<file path="config.mk">
export PLATFORM = sky130hd
export DESIGN_NAME = usart_flow_rx
export DESIGN_NICKNAME = d
export VERILOG_FILES = /design/src/inc/usart_flow_pkg.sv /design/src/verilog/rx_word_fifo.sv /design/src/verilog/usart_flow_rx.sv
export VERILOG_INCLUDE_DIRS = /design/src /design/src/inc
export SDC_FILE = /design/constraint.sdc
export NUM_CORES = 1
export LEC_CHECK = 0
export ABC_CLOCK_PERIOD_IN_PS = 3500
export BUFFER_PORTS_ARGS = -buffer_cell sky130_fd_sc_hd__buf_2
export CAP_MARGIN = 20
export CELL_PAD_IN_SITES_DETAIL_PLACEMENT = 0
export CELL_PAD_IN_SITES_GLOBAL_PLACEMENT = 1
export CORE_MARGIN = 2
export CORE_UTILIZATION = 25
export CTS_CLUSTER_SIZE = 20
export DETAILED_ROUTE_END_ITERATION = 10
export PLACE_DENSITY_LB_ADDON = 0.1
export SYNTH_ARGS = -nofsm -noshare
export SYNTH_HDL_FRONTEND = slang
export SYNTH_SLANG_ARGS = --single-unit
</file>
<file path="constraint.sdc">
create_clock -name mclk_i -period 3.5 [get_ports mclk_i]
set_input_delay 0.175 -clock mclk_i [delete_from_list [all_inputs] [get_ports mclk_i]]
set_output_delay 0.175 -clock mclk_i [all_outputs]
set_load 0.01 [all_outputs]
</file>
<file path="src/inc/usart_flow_defs.svh">
/*
 * constants of the serial receive block: reset values, field positions and ratios.
 * assumes it is included by bare name, after which the macros are global.
 */
`ifndef USART_FLOW_DEFS_SVH
`define USART_FLOW_DEFS_SVH

`define CLK_RATIO_MIN 9
`define CHAR_LEN_DEFAULT 4'h8
`define CHAR_LEN_MIN 4'h5
`define RTS_RESET 1'h0
`define ERR_COUNT_READ 8'h00
`define STAT_OVL_ERR 0
`define STAT_OVERRUN 1
`define STAT_RX_BLOCKED 2

`endif

</file>
<file path="src/inc/usart_flow_pkg.sv">
/*
 * types shared by the serial receive block and its users.
 * assumes usart_flow_defs.svh supplies the numeric constants.
 */
package usart_flow_pkg;

    typedef enum logic [1:0] {
        mode_normal,
        mode_handshake,
        mode_spi_slave,
        mode_smartcard_t1
    } usart_mode_type;

    typedef struct packed {
        logic rx_blocked;
        logic overrun;
        logic ovl_err;
    } status_type;

    typedef struct packed {
        logic flow_force_high_cmd;
        logic flow_force_low_cmd;
        logic rx_soft_reset;
        logic ovl_err_clear;
        logic overrun_clear;
    } command_control_type;

endpackage : usart_flow_pkg

</file>
<file path="src/verilog/rx_word_fifo.sv">
/*
 * synchronous fifo with valid/ready on both sides and flags decoded from the registered count.
 * assumes one clock, synchronous active-low reset, DEPTH a power of two.
 */
`timescale 1ns/1ns
`default_nettype none
module rx_word_fifo #(
    parameter int WIDTH = 9,
    parameter int DEPTH = 32
) (
    input wire logic mclk_i,
    input wire logic rstn_i,
    input wire logic [WIDTH-1:0] in_data_i,
    input wire logic in_valid_i,
    output logic in_ready_o,
    output logic [WIDTH-1:0] out_data_o,
    output logic out_valid_o,
    input wire logic out_ready_i
);
    localparam int AW = $clog2(DEPTH);

    if (DEPTH < 2 || (1 << AW) != DEPTH || WIDTH < 1) begin : g_bad_params
        $error("rx_word_fifo: DEPTH must be a power of two >= 2");
    end

    logic [WIDTH-1:0] mem [DEPTH];
    logic [AW-1:0] wr_ptr, next_wr_ptr, rd_ptr, next_rd_ptr;
    logic [AW:0] count, next_count;
    logic push, pop;

    assign push = in_valid_i && in_ready_o;
    assign pop = out_valid_o && out_ready_i;
    assign in_ready_o = (count != DEPTH[AW:0]);
    assign out_valid_o = (count != '0);
    assign out_data_o = mem[rd_ptr];

    always_comb begin
        next_wr_ptr = push ? wr_ptr + 1'b1 : wr_ptr;
        next_rd_ptr = pop ? rd_ptr + 1'b1 : rd_ptr;
        next_count = count + {{AW{1'b0}}, push} - {{AW{1'b0}}, pop};
    end

    always_ff @(posedge mclk_i) begin
        if (!rstn_i) begin
            wr_ptr <= '0;
            rd_ptr <= '0;
            count <= '0;
        end else begin
            wr_ptr <= next_wr_ptr;
            rd_ptr <= next_rd_ptr;
            count <= next_count;
        end
    end

    // storage carries no reset: contents are qualified by count
    always_ff @(posedge mclk_i) begin
        if (push) begin
            mem[wr_ptr] <= in_data_i;
        end
    end
endmodule : rx_word_fifo
`default_nettype wire

</file>
<file path="src/verilog/usart_flow_rx.sv">
/*
 * serial receiver with request-to-send flow control, slave clocking,
 * over-length detection in spi slave mode and smart-card T1 receive lock.
 * assumes the serial clock, data and select pins are asynchronous to mclk_i,
 * and that command inputs are single-cycle pulses from logic on mclk_i.
 */
`timescale 1ns/1ns
`default_nettype none
`include "usart_flow_defs.svh"
module usart_flow_rx #(
    parameter int DATA_W = 9,
    parameter int FIFO_DEPTH = 32,
    parameter bit AFFECTED_REV = 1'b1
) (
    input wire logic mclk_i,
    input wire logic rstn_i,
    input wire usart_flow_pkg::usart_mode_type mode_config_reg_i,
    input wire logic [3:0] char_len_i,
    input wire usart_flow_pkg::command_control_type command_control_reg_i,
    input wire logic mode_write_i,
    input wire logic control_write_i,
    input wire logic dma_rx_full_i,
    input wire logic tx_done_i,
    input wire logic serial_clk_i,
    input wire logic serial_data_i,
    input wire logic spi_select_n_i,
    output logic rts_o,
    output usart_flow_pkg::status_type status_o,
    output logic [7:0] smartcard_error_count_o,
    output logic [DATA_W-1:0] rx_data_o,
    output logic rx_valid_o,
    input wire logic rx_ready_i
);
    if (DATA_W < 5 || DATA_W > 9 || FIFO_DEPTH < 2) begin : g_bad_params
        $error("usart_flow_rx: DATA_W must be 5..9, FIFO_DEPTH >= 2");
    end

    typedef enum logic [1:0] {
        lock_open,
        lock_blocked,
        lock_wait_mode,
        lock_wait_ctrl
    } lock_state_type;

    // three-stage synchronisers: ff1 only feeds ff2
    logic [2:0] clk_sync, dat_sync, sel_sync;
    logic clk_lvl, next_clk_lvl, sel_lvl, next_sel_lvl;
    logic clk_rise, sel_rise;

    logic rts, next_rts;
    logic [DATA_W-1:0] shift, next_shift;
    logic [4:0] bit_cnt, next_bit_cnt;
    logic push_valid, next_push_valid;
    logic [DATA_W-1:0] push_data, next_push_data;
    logic fifo_ready;
    logic ovl_err, next_ovl_err, overrun, next_overrun;
    lock_state_type lock, next_lock;
    logic [DATA_W-1:0] fifo_data;
    logic fifo_valid;
    logic [DATA_W-1:0] out_data, next_out_data;
    logic out_valid, next_out_valid;
    logic fifo_pop;
    logic ovl_event, overrun_event;
    logic [4:0] len;
    logic [DATA_W-1:0] len_mask;
    logic rx_blocked, next_rx_blocked;

    // valid only while the serial clock is at least nine mclk periods long,
    // so every level survives the two agreeing stages
    always_ff @(posedge mclk_i) begin
        if (!rstn_i) begin
            clk_sync <= 3'h0;
            dat_sync <= 3'h0;
            sel_sync <= 3'h7;
        end else begin
            clk_sync <= {clk_sync[1:0], serial_clk_i};
            dat_sync <= {dat_sync[1:0], serial_data_i};
            sel_sync <= {sel_sync[1:0], spi_select_n_i};
        end
    end

    always_comb begin
        next_clk_lvl = (clk_sync[1] == clk_sync[2]) ? clk_sync[2] : clk_lvl;
        next_sel_lvl = (sel_sync[1] == sel_sync[2]) ? sel_sync[2] : sel_lvl;
    end

    assign clk_rise = next_clk_lvl && !clk_lvl;
    assign sel_rise = next_sel_lvl && !sel_lvl;
    assign len = {1'b0, char_len_i};

    // bits above the character would otherwise carry the previous frame's tail
    for (genvar gi = 0; gi < DATA_W; gi++) begin : g_len_mask
        assign len_mask[gi] = (5'(gi) < len);
    end

    always_ff @(posedge mclk_i) begin
        if (!rstn_i) begin
            clk_lvl <= 1'b0;
            sel_lvl <= 1'b1;
        end else begin
            clk_lvl <= next_clk_lvl;
            sel_lvl <= next_sel_lvl;
        end
    end

    // request-to-send
    always_comb begin
        next_rts = rts;
        if (mode_config_reg_i == usart_flow_pkg::mode_handshake) begin
            // affected silicon never raises the line in this mode
            next_rts = AFFECTED_REV ? 1'b0 : dma_rx_full_i;
        end else if (command_control_reg_i.flow_force_high_cmd) begin
            next_rts = 1'b1;
        end else if (command_control_reg_i.flow_force_low_cmd) begin
            next_rts = 1'b0;
        end
    end

    always_ff @(posedge mclk_i) begin
        if (!rstn_i) begin
            rts <= `RTS_RESET;
        end else begin
            rts <= next_rts;
        end
    end

    // T1 receive lock: reset, then mode rewrite, then control rewrite
    always_comb begin
        next_lock = lock;
        case (lock)
            lock_open: begin
                if (mode_config_reg_i == usart_flow_pkg::mode_smartcard_t1 && tx_done_i) begin
                    next_lock = lock_blocked;
                end
            end
            lock_blocked: begin
                if (command_control_reg_i.rx_soft_reset) begin
                    next_lock = lock_wait_mode;
                end
            end
            lock_wait_mode: begin
                if (mode_write_i) begin
                    next_lock = lock_wait_ctrl;
                end
            end
            lock_wait_ctrl: begin
                if (control_write_i) begin
                    next_lock = lock_open;
                end
            end
            default: next_lock = lock_open;
        endcase
        next_rx_blocked = (next_lock != lock_open);
    end

    // shift and frame
    always_comb begin
        next_shift = shift;
        next_bit_cnt = bit_cnt;
        next_push_valid = push_valid && !fifo_ready;
        next_push_data = push_data;
        ovl_event = 1'b0;
        overrun_event = 1'b0;
        if (command_control_reg_i.rx_soft_reset || lock != lock_open) begin
            next_bit_cnt = 5'h00;
        end else if (mode_config_reg_i == usart_flow_pkg::mode_spi_slave) begin
            if (sel_rise) begin
                if (bit_cnt > len) begin
                    ovl_event = 1'b1; // frame too long: dropped
                end else if (bit_cnt == len) begin
                    overrun_event = next_push_valid;
                    next_push_valid = 1'b1;
                    next_push_data = shift & len_mask;
                end
                next_bit_cnt = 5'h00;
            end else if (!sel_lvl && clk_rise) begin
                next_shift = {shift[DATA_W-2:0], dat_sync[2]};
                // saturating so any length beyond the character is seen
                next_bit_cnt = (bit_cnt == 5'h1F) ? bit_cnt : bit_cnt + 5'h01;
            end
        end else if (clk_rise) begin
            next_shift = {shift[DATA_W-2:0], dat_sync[2]};
            if (bit_cnt + 5'h01 == len) begin
                overrun_event = next_push_valid;
                next_push_valid = 1'b1;
                next_push_data = {shift[DATA_W-2:0], dat_sync[2]} & len_mask;
                next_bit_cnt = 5'h00;
            end else begin
                next_bit_cnt = bit_cnt + 5'h01;
            end
        end
        // an event in the clear cycle wins over the clear
        next_ovl_err = ovl_event || (ovl_err && !command_control_reg_i.ovl_err_clear);
        next_overrun = overrun_event || (overrun && !command_control_reg_i.overrun_clear);
    end

    always_ff @(posedge mclk_i) begin
        if (!rstn_i) begin
            shift <= '0;
            bit_cnt <= 5'h00;
            push_valid <= 1'b0;
            push_data <= '0;
            ovl_err <= 1'b0;
            overrun <= 1'b0;
            lock <= lock_open;
            rx_blocked <= 1'b0;
        end else begin
            shift <= next_shift;
            bit_cnt <= next_bit_cnt;
            push_valid <= next_push_valid;
            push_data <= next_push_data;
            ovl_err <= next_ovl_err;
            overrun <= next_overrun;
            lock <= next_lock;
            rx_blocked <= next_rx_blocked;
        end
    end

    rx_word_fifo #(
        .WIDTH(DATA_W),
        .DEPTH(FIFO_DEPTH)
    ) u_fifo (
        .mclk_i(mclk_i),
        .rstn_i(rstn_i),
        .in_data_i(push_data),
        .in_valid_i(push_valid),
        .in_ready_o(fifo_ready),
        .out_data_o(fifo_data),
        .out_valid_o(fifo_valid),
        .out_ready_i(fifo_pop)
    );

    // output stage keeps rx data on a flop; costs one cycle of latency
    assign fifo_pop = fifo_valid && (!out_valid || rx_ready_i);

    always_comb begin
        next_out_valid = out_valid && !rx_ready_i;
        next_out_data = out_data;
        if (fifo_pop) begin
            next_out_valid = 1'b1;
            next_out_data = fifo_data;
        end
    end

    always_ff @(posedge mclk_i) begin
        if (!rstn_i) begin
            out_valid <= 1'b0;
            out_data <= '0;
        end else begin
            out_valid <= next_out_valid;
            out_data <= next_out_data;
        end
    end

    assign rts_o = rts;
    assign rx_valid_o = out_valid;
    assign rx_data_o = out_data;
    assign status_o = {rx_blocked, overrun, ovl_err};
    // affected silicon never reports a count
    assign smartcard_error_count_o = `ERR_COUNT_READ;
endmodule : usart_flow_rx
`default_nettype wire

</file>
Word-level counts from Yosys, hierarchy flattened --
Memory sizes are Yosys's and may differ from the RTL's. A register that Yosys moved wholly into a read port is not among the register bits. Cells that the tools add are included.
Storage, ports and cells: bits in registers 58, input bits 21, bits in writable memories 288, memories kept 1, logic and storage cells 138, latch bits 0, ROM bits 0
Cells by class: div/mod/pow operators 0, shift operators 0, $mul 0, $add $sub $neg 5, reductions and logical operators 35, bitwise logic cells 4, order comparisons 10, eq/ne operators 19, mux-type cells 46
Memories:
- u_fifo.mem | words 32, width 9, rd ports 1, clocked after Yosys merged registers in 1, write ports 1, line rx_word_fifo.sv:26 | logic [WIDTH-1:0] mem [DEPTH];
Operator list (count):
- 9-bit two-way mux | 10
- 5-bit two-way mux | 6
- 1-bit two-way mux | 25
- 9-bit bitwise AND | 2
- 3-bit by 4-bit less-than comparator with 1-bit output (first input constant) | 4
- 5-bit by 1-bit adder with 5-bit output (second input constant) | 3
- 1-bit logical AND | 11
- 5-bit by 4-bit == test with 1-bit output | 2
- 2-bit nonzero test | 5
- 2-bit == test (second input constant) | 4
- 1-bit logical NOT | 8
- 1-bit by 4-bit less-than comparator with 1-bit output (first input constant) | 2
- 2-bit by 4-bit less-than comparator with 1-bit output (first input constant) | 2
- 2-bit two-way mux | 4
- 2-bit one-hot mux with 4 select lines | 1
- 6-bit by 1-bit adder with 6-bit output | 1
- 2-bit != test (second input constant) | 3
- 6-bit != test (second input constant) | 1
- 6-bit AND reduction | 1
- 6-bit nonzero test | 1
- 6-bit by 1-bit subtractor with 6-bit output | 1
- 5-bit == test (second input constant) | 1
- 5-bit by 4-bit > comparator with 1-bit output | 1
- 2-bit by 1-bit == test with 1-bit output (second input constant) | 2
- other kinds (11) | 18

Depth between registers and ports, before layout --
Gate-level depths: netlist of the first run.
depth in word-level cells 9, depth in mapped cells 15, mapped depth without buffers 14

Hierarchy --
Synthesis of the first run repeated with hierarchy kept, for this count alone.
Second synthesis, totals: cell total of the unflattened synthesis 951, area, all modules 14567.7 µm²
By module, submodules not included:
- rx_word_fifo | sequential area each 9068.7 µm², area an instance 12177.9 µm², cells an instance 673, times used 1
- usart_flow_rx | sequential area each 1021.0 µm², area an instance 2389.8 µm², cells an instance 278, times used 1

Least setup slack after synthesis of the first run --
Ideal clock, no wire load.
kind reg-to-reg, start register u_fifo.count[4], end register u_fifo.count[4], setup time 0.128 ns, cell stages (with the launch flop) 16, path buffers 1, data arrival time 2.411 ns, clock period less this slack 2.538 ns, slack 0.962 ns, cell sequence dfxtp_1 > inv_1 > ha_1 > nor4bb_1 > nor2b_1 > clkbuf_1 > ha_1 > inv_1 > ha_1 > inv_1 > fa_1 > inv_1 > a21oi_1 > o21bai_1 > xnor2_1 > nor2_1
Between the ends: word-level cells in the longest chain between the ends 4
Ends and longest elaborated chain:
- start, declared | line rx_word_fifo.sv:28 | logic [AW:0] count, next_count;
- start signal, assigned | line rx_word_fifo.sv:51 | count <= next_count;
- 6-bit nonzero test | line rx_word_fifo.sv:34 | assign out_valid_o = (count != '0);
- 1-bit logical AND | line usart_flow_rx.sv:234 | assign fifo_pop = fifo_valid && (!out_valid || rx_ready_i);
- via fifo_pop | line usart_flow_rx.sv:62 | logic fifo_pop;
- 1-bit logical AND | line rx_word_fifo.sv:32 | assign pop = out_valid_o && out_ready_i;
- 6-bit by 1-bit subtractor with 6-bit output | line rx_word_fifo.sv:40 | next_count = count + {{AW{1'b0}}, push} - {{AW{1'b0}}, pop};
The timed path passes the listed nets, and every way through them passes these cells. A chain may end at the register's enable or synchronous reset.

Worst setup path in the final report of the first run --
start register u_fifo.count[2], end register u_fifo.count[4]
Between the ends: word-level cells in the longest chain between the ends 4
Ends and longest elaborated chain (line):
- 6-bit != test or 6-bit nonzero test (tied branches) | rx_word_fifo.sv:33, rx_word_fifo.sv:34
- 1-bit logical AND, on equally long branches | rx_word_fifo.sv:31, usart_flow_rx.sv:234
- 6-bit by 1-bit adder with 6-bit output or 1-bit logical AND (tied branches) | rx_word_fifo.sv:40, rx_word_fifo.sv:32
- 6-bit by 1-bit subtractor with 6-bit output * | rx_word_fifo.sv:40
Mark *: on every way between the ends. The rest lies on a longest branch, timed or not.

==> reports/metrics.cfg, run 1 <==
[global_route]
grt_pass1_vias = 8118
grt_usage_pct = 12.5
antenna_found_initial = 0
grt_overflow_total = 0
grt_pass1_wl_um = 55200
grt_max_degree = 51

[clocking]
cts_tree = done
clk_pin_slew_ns = 0.06
cts_setup_buffers = 0
worstSkewPairLatency_ns = 0.55
clk_path_buf_depth = 3
root_buffer = clkbuf_16
cts-buffers-inserted = 42
cts_sinks = 355
htree_levels = 2
ctsResizeCount = 0
cts_hold_buf = 12

[timing]
maxSlewViolCount = 0
rsz0062_at_grt = no
timing.fmax_mhz = 337
max-slew-margin-rel_pct = 30.2
fin_ws_ns = 0.535
worstMarginPinSlew_ns = 1.04
tns_ns = 0
hold_violations = 0
clock_skew_ns = 0.0135
fin_crit_ns = 2.96
setup_viol = 0
fin_crit_sh_pct = 84.7

[floorplanning]
die_y_um = 244
core-area_mm2 = 0.0575
die_w_um = 244
die_area_mm2 = 0.0598
rows = 88
ios = 43
initial_core_util_pct = 25.2

[layout]
final_nets = 1065
syn_to_final_growth_pct = 18.7
fillers = 5785
drive_gt1_share_pct = 18.0
seq_area_mm2 = 0.0100
utilization_pct = 29.9
n_antenna_cell = 0
final_area_mm2 = 0.0172
multi_input_area_mm2 = 0.00409

[worst_setup_path]
crit_arrival_ns = 3.39
critPathBufInv = 4
worstSetupPathType = reg2reg
crit_fanout = 8
cpMaxStageDelayCell = nor2b_1
critPathTopFamily = adder cells
critPathMaxStageDelay_ns = 0.61
crit_top_cell = inv_1
cp-end-kind = register
crit_required_ns = 3.92
startpoint_type = register
path_cells = inv_1, ha_1, nor4bb_1, nor2b_1, ha_1, inv_1, ha_1, inv_1, fa_1, inv_1, a21oi_1, o21bai_1, xnor2_1, nor2_1

[routing]
wirelength_um = 36700
detail-route-antenna-nets = 0
dr.pass1.iters = 4
wl_per_cell_um = 20.2
routed_via_density = 4.30
dr_total_vias = 7825
drtIter0Drc = 473
drc = 0

[min_path]
hold_path_class = in2reg

[synth]
async_flop_share_pct = 0
yosysMostFrequentCell = edfxtp_1
synth_ff_type = edfxtp_1
synth_top_area_cell = edfxtp_1
synth_edf_count = 288
synth_top_area_share_pct = 59.8
synth_top_cells_by_count = edfxtp_1, mux2i_1, nor2_1
yosysWarningCount = 0
synthCells = 938
synth_area_leaders = edfxtp_1, dfxtp_1, mux2i_1
synth.distinct_cells = 56
synth_area_mm2 = 0.0145
ys_ff_latch = 355
ys_seq_area_share_pct = 69.1
syn_avg_cell_area_um2 = 15.4

[power]
power_leakage_nw = 5.56
power_mw = 11.0
p_per_area_mw_per_mm2 = 643
irDropWorstVdd_uv = 283

[place]
gp_congestion = 0.689
io_buffers = 33
placed_area_mm2 = 0.0156
dp_hpwl_um = 23400
place_ws_ns = 0.500

[status]
outcome = complete, no violations

[flow_run]
drv_cap = 0

-- layout make-up --
| cell class | instances | area share [%] |
|---|---|---|
| Clock inverter | 18 | 1.09 |
| Timing Repair Buffer | 93 | 3.88 |
| Inverter | 20 | 0.437 |
| Sequential cell | 355 | 58.2 |
| Clock buffer | 59 | 6.93 |
| Multi-Input combinational cell | 511 | 23.9 |
| Tap cell | 765 | 5.58 |
-- routing by layer --
metal	GRT usage, %	vias to the layer above	share of wire, %
met5	0	-	0
met4	3.53	0	2.2
met3	2.54	46	3.3
met2	20.4	115	47
met1	16.9	3907	47
li1	-	3757	-
-- worst reg2reg max path, cell delays in order, from the launching register on --
cell	delay [ns]
dfxtp_1	0.34
inv_1	0.06
ha_1	0.20
nor4bb_1	0.14
nor2b_1	0.61
ha_1	0.35
inv_1	0.05
ha_1	0.15
inv_1	0.05
fa_1	0.39
inv_1	0.07
a21oi_1	0.06
o21bai_1	0.16
xnor2_1	0.15
nor2_1	0.05
-- power breakdown --
part / internal, mW / leakage (nW) / switching (mW)
clock network: 2.66 / 0.680 / 1.73
logic: 0.914 / 1.84 / 1.03
registers: 4.59 / 3.03 / 0.111
-- worst paths after layout --
path | start | depth (start not counted) | endpoint | slack (ns)
hold / removal | command_control_reg_i[2] | 3 | lock[0] | 0.04
hold reg to reg | sel_sync[0] | 1 | sel_sync[1] | 0.40
setup reg to reg | u_fifo.count[2] | 14 | u_fifo.count[4] | 0.54
setup / recovery | u_fifo.count[2] | 14 | u_fifo.count[4] | 0.54
-- registers in the layout (all words and copies together), names as in the netlist, 5 cells and up --
signal / flops
u_fifo.rd_ptr: 5
u_fifo.count: 6
shift: 9
rx_data_o: 9
bit_cnt: 5
push_data: 9
u_fifo.wr_ptr: 5
u_fifo.mem: 288
-- cell families after synthesis --
group                      after synthesis  synth area share [%]
and+or+nand+nor                        221                  7.53
other                                    1                0.0259
DFF                                    355                  69.1
xor gates and xnor gates                16                 0.969
adders and majority gates               21                  1.87
buffers and inverters                   79                  2.75
AOI/OAI and AO/OA                      117                  5.58
muxes                                  128                  12.2
-- through the flow --
step           cells  hold slack [ns]
3_3_place_gp    1725            0.367
2_1_floorplan    945            0.276
3_5_place_dp    1728            0.369
5_1_grt         1821           0.0501
4_1_cts         1817          0.00163
6_report        1821           0.0440
-- placed cells by master, fill, tap and decap left out, types with 10 or more instances in the layout --
| master | count |
|---|---|
| nand3_1 | 13 |
| ha_1 | 20 |
| dfxtp_1 | 64 |
| clkbuf_1 | 10 |
| dlygate4sd3_1 | 12 |
| buf_2 | 33 |
| o31ai_1 | 10 |
| buf_4 | 45 |
| mux4_2 | 38 |
| clkbuf_16 | 43 |
| nor2b_1 | 23 |
| a21oi_1 | 23 |
| a211oi_1 | 17 |
| o21ai_0 | 19 |
| nor2_1 | 85 |
| nand2_1 | 42 |
| edfxtp_1 | 288 |
| nor4_1 | 10 |
| inv_1 | 19 |
| mux2i_1 | 89 |
Note: power is estimated with default switching activity, not from simulation.
==> run 2, diff against run 1 <==
Settings changed: ABC_CLOCK_PERIOD_IN_PS 3500 to 2800.
Clock period 3.5 ns to 2.8 ns, I/O delays scaled along.
==> reports/metrics.cfg, run 2 (synthesized netlist as in run 1, its figures left out) <==
[clocking]
root_buffer = clkbuf_16
clk_path_buf_depth = 3  ; unchanged
htree_levels = 2  ; unchanged
clk_pin_slew_ns = 0.06  ; about the same
cts_tree = done
worstSkewPairLatency_ns = 0.56  ; about the same
cts-buffers-inserted = 43  ; +2.4%
cts_setup_buffers = 0  ; unchanged
cts_sinks = 355  ; unchanged

[layout]
multi_input_area_mm2 = 0.00410  ; +0.18%
final_common_cell = edfxtp_1
seq_area_mm2 = 0.00999  ; about the same
stdcell_count = 1835  ; +0.77%
drive_gt1_share_pct = 17.9  ; -0.14 points
syn_to_final_growth_pct = 19.6
final_nets = 1079  ; +1.3%
n_antenna_cell = 0  ; unchanged
largest_register_ffs = 288  ; unchanged
mostFrequentLayoutCells = edfxtp_1, mux2i_1, nor2_1, dfxtp_1, buf_4
regMostFlops = u_fifo.mem
fillers = 5824  ; +0.67%

[timing]
fin_crit_sh_pct = 95.4  ; +11 points
tns_ns = 0  ; unchanged
maxSlewViolCount = 0  ; unchanged
fin_crit_ns = 2.67  ; -0.292 ns
timing.fmax_mhz = 374  ; +11%
clock_skew_ns = 0.0204  ; +0.00692 ns
max-slew-margin-rel_pct = 28.3  ; -1.9 points
worstMarginPinSlew_ns = 1.07  ; +0.0287 ns
hold_violations = 0  ; unchanged
setup_viol = 0  ; unchanged
rsz0062_at_grt = no

[global_route]
antenna_found_initial = 0  ; unchanged
use_met2_pct = 19.8  ; -0.61 points
grt_usage_pct = 12.5  ; -0.060 points
grt_pass1_vias = 8197  ; +0.97%
top_usage_layer = met2
grt_util_met3_pct = 2.68  ; +0.14 points
grt_pass1_wl_um = 55300  ; +0.30%
met1_usage_pct = 17.3  ; +0.35 points
grt_overflow_total = 0  ; unchanged
grt_max_degree = 47  ; -7.8%

[power]
p_per_area_mw_per_mm2 = 789  ; +23%
seqPwrFrac_pct = 43.3  ; +0.7 points
irDropWorstVdd_uv = 482  ; +71%
p_int_mw = 10.1  ; +23%
swShare_pct = 26.3  ; +0.32 points
power_leakage_nw = 5.60  ; +0.85%
power.switching_mw = 3.59  ; +25%
clockPowerShare_pct = 38.5  ; -1.3 points
comb_power_share_pct = 18.2  ; +0.6 points

[routing]
drtIter0Drc = 422  ; -11%
routed_via_density = 4.31  ; +0.25%
wl_per_cell_um = 20.0  ; -0.61%
detail-route-antenna-nets = 0  ; unchanged
dr_total_vias = 7905  ; +1.0%
drc = 0  ; unchanged
dr.pass1.iters = 4  ; unchanged
wirelength_um = 36800  ; +0.16%

[place]
dp_hpwl_um = 22900  ; -1.9%
place_inst = 1739  ; +0.64%
io_buffers = 33  ; unchanged
gp_congestion = 0.692  ; +0.49%

[status]
outcome = complete, no violations

[worst_setup_path]
worstSetupPathType = reg2reg
crit_required_ns = 3.29  ; -0.63 ns
rr_worst_depth = 7  ; -7
crit_fanout = 4  ; -4
startpoint_type = register
cp-end-kind = register
crit_arrival_ns = 3.16  ; -0.23 ns

[floorplanning]
die_y_um = 244  ; unchanged
core-area_mm2 = 0.0575  ; unchanged
ios = 43  ; unchanged
initial_core_util_pct = 25.2  ; unchanged
die_area_mm2 = 0.0598  ; unchanged
rows = 88  ; unchanged
die_w_um = 244  ; unchanged

[flow_run]
drv_cap = 0  ; unchanged

[min_path]
holdPathStages = 4  ; +1
hold_path_class = in2reg

## run 2: cell types whose count changed in the layout (fill, tap and decap cells not counted), moves of 3 or more
cell / change
buf_12: +6
clkbuf_1: +5
clkinv_1: +4
dlygate4sd3_1: +4
bufinv_16: -3
clkinv_2: -3
## run 2: cell type report
| class | instances | share of cell area [%] |
|---|---|---|
| Tap cell | 765 | 5.54 |
| Clock buffer | 63 | 7.08 |
| Multi-Input combinational cell | 511 | 23.7 |
| Sequential cell | 355 | 57.8 |
| Timing Repair Buffer | 106 | 4.93 |
| Inverter | 20 | 0.434 |
| Clock inverter | 15 | 0.507 |
## run 2: worst paths after layout
check | start | end | slack (ns)
setup / recovery | bit_cnt[0] | push_data[6] | 0.13
hold reg to reg | sel_sync[0] | sel_sync[1] | 0.41
setup reg to reg | bit_cnt[0] | push_data[6] | 0.13
hold / removal | char_len_i[1] | push_data[6] | 0.11
## run 2: what timing repair did
item / 4_1_cts / 5_1_grt
resized for setup: 0 / 2
hold buffers: 16 / 0
endpoints found under the hold margin: 13 / 0
endpoints found under the setup margin: 0 / 2
## run 2: metal layers
metal,vias to the layer above,wire (um)
met5,-,0
met4,0,677
met3,51,1470
met2,117,16800
met1,3948,17900
li1,3789,-
## run 2: power by group through the flow
| stage | Combinational [mW] | Sequential [mW] | Clock, mW |
|---|---|---|---|
| 5_1_grt | 2.73 | 5.93 | 5.68 |
| 3_5_place_dp | 2.53 | 6.03 | 0 |
| 6_report | 2.48 | 5.91 | 5.26 |
| 3_3_place_gp | 2.54 | 6.02 | 0 |
| 2_1_floorplan | 1.78 | 5.92 | 0 |
| 4_1_cts | 2.55 | 5.91 | 5.45 |
## run 2: critical path: stages, from the launching register on
cell	delay, ns
dfxtp_1	0.33
ha_1	0.26
and3_1	0.20
ha_1	0.28
or4_4	0.53
o31a_1	0.35
or4_1	0.53
a21oi_1	0.13
## run 2: per-stage QoR
stage / instance area [um2] / util [%] / hold slack [ns] / power, mW / setup WS (ns)
after CTS: 17300 / 30.0 / 0.0582 / 13.9 / 0.117
after global placement: 15800 / 27.4 / 0.328 / 8.57 / 0.153
after global routing: 17300 / 30.1 / 0.0945 / 14.3 / 0.0192
after floorplan: 14500 / - / 0.241 / 7.70 / 0.262
after detailed placement: 15800 / 27.5 / 0.332 / 8.55 / 0.132
final: 17300 / 30.1 / 0.112 / 13.6 / 0.127
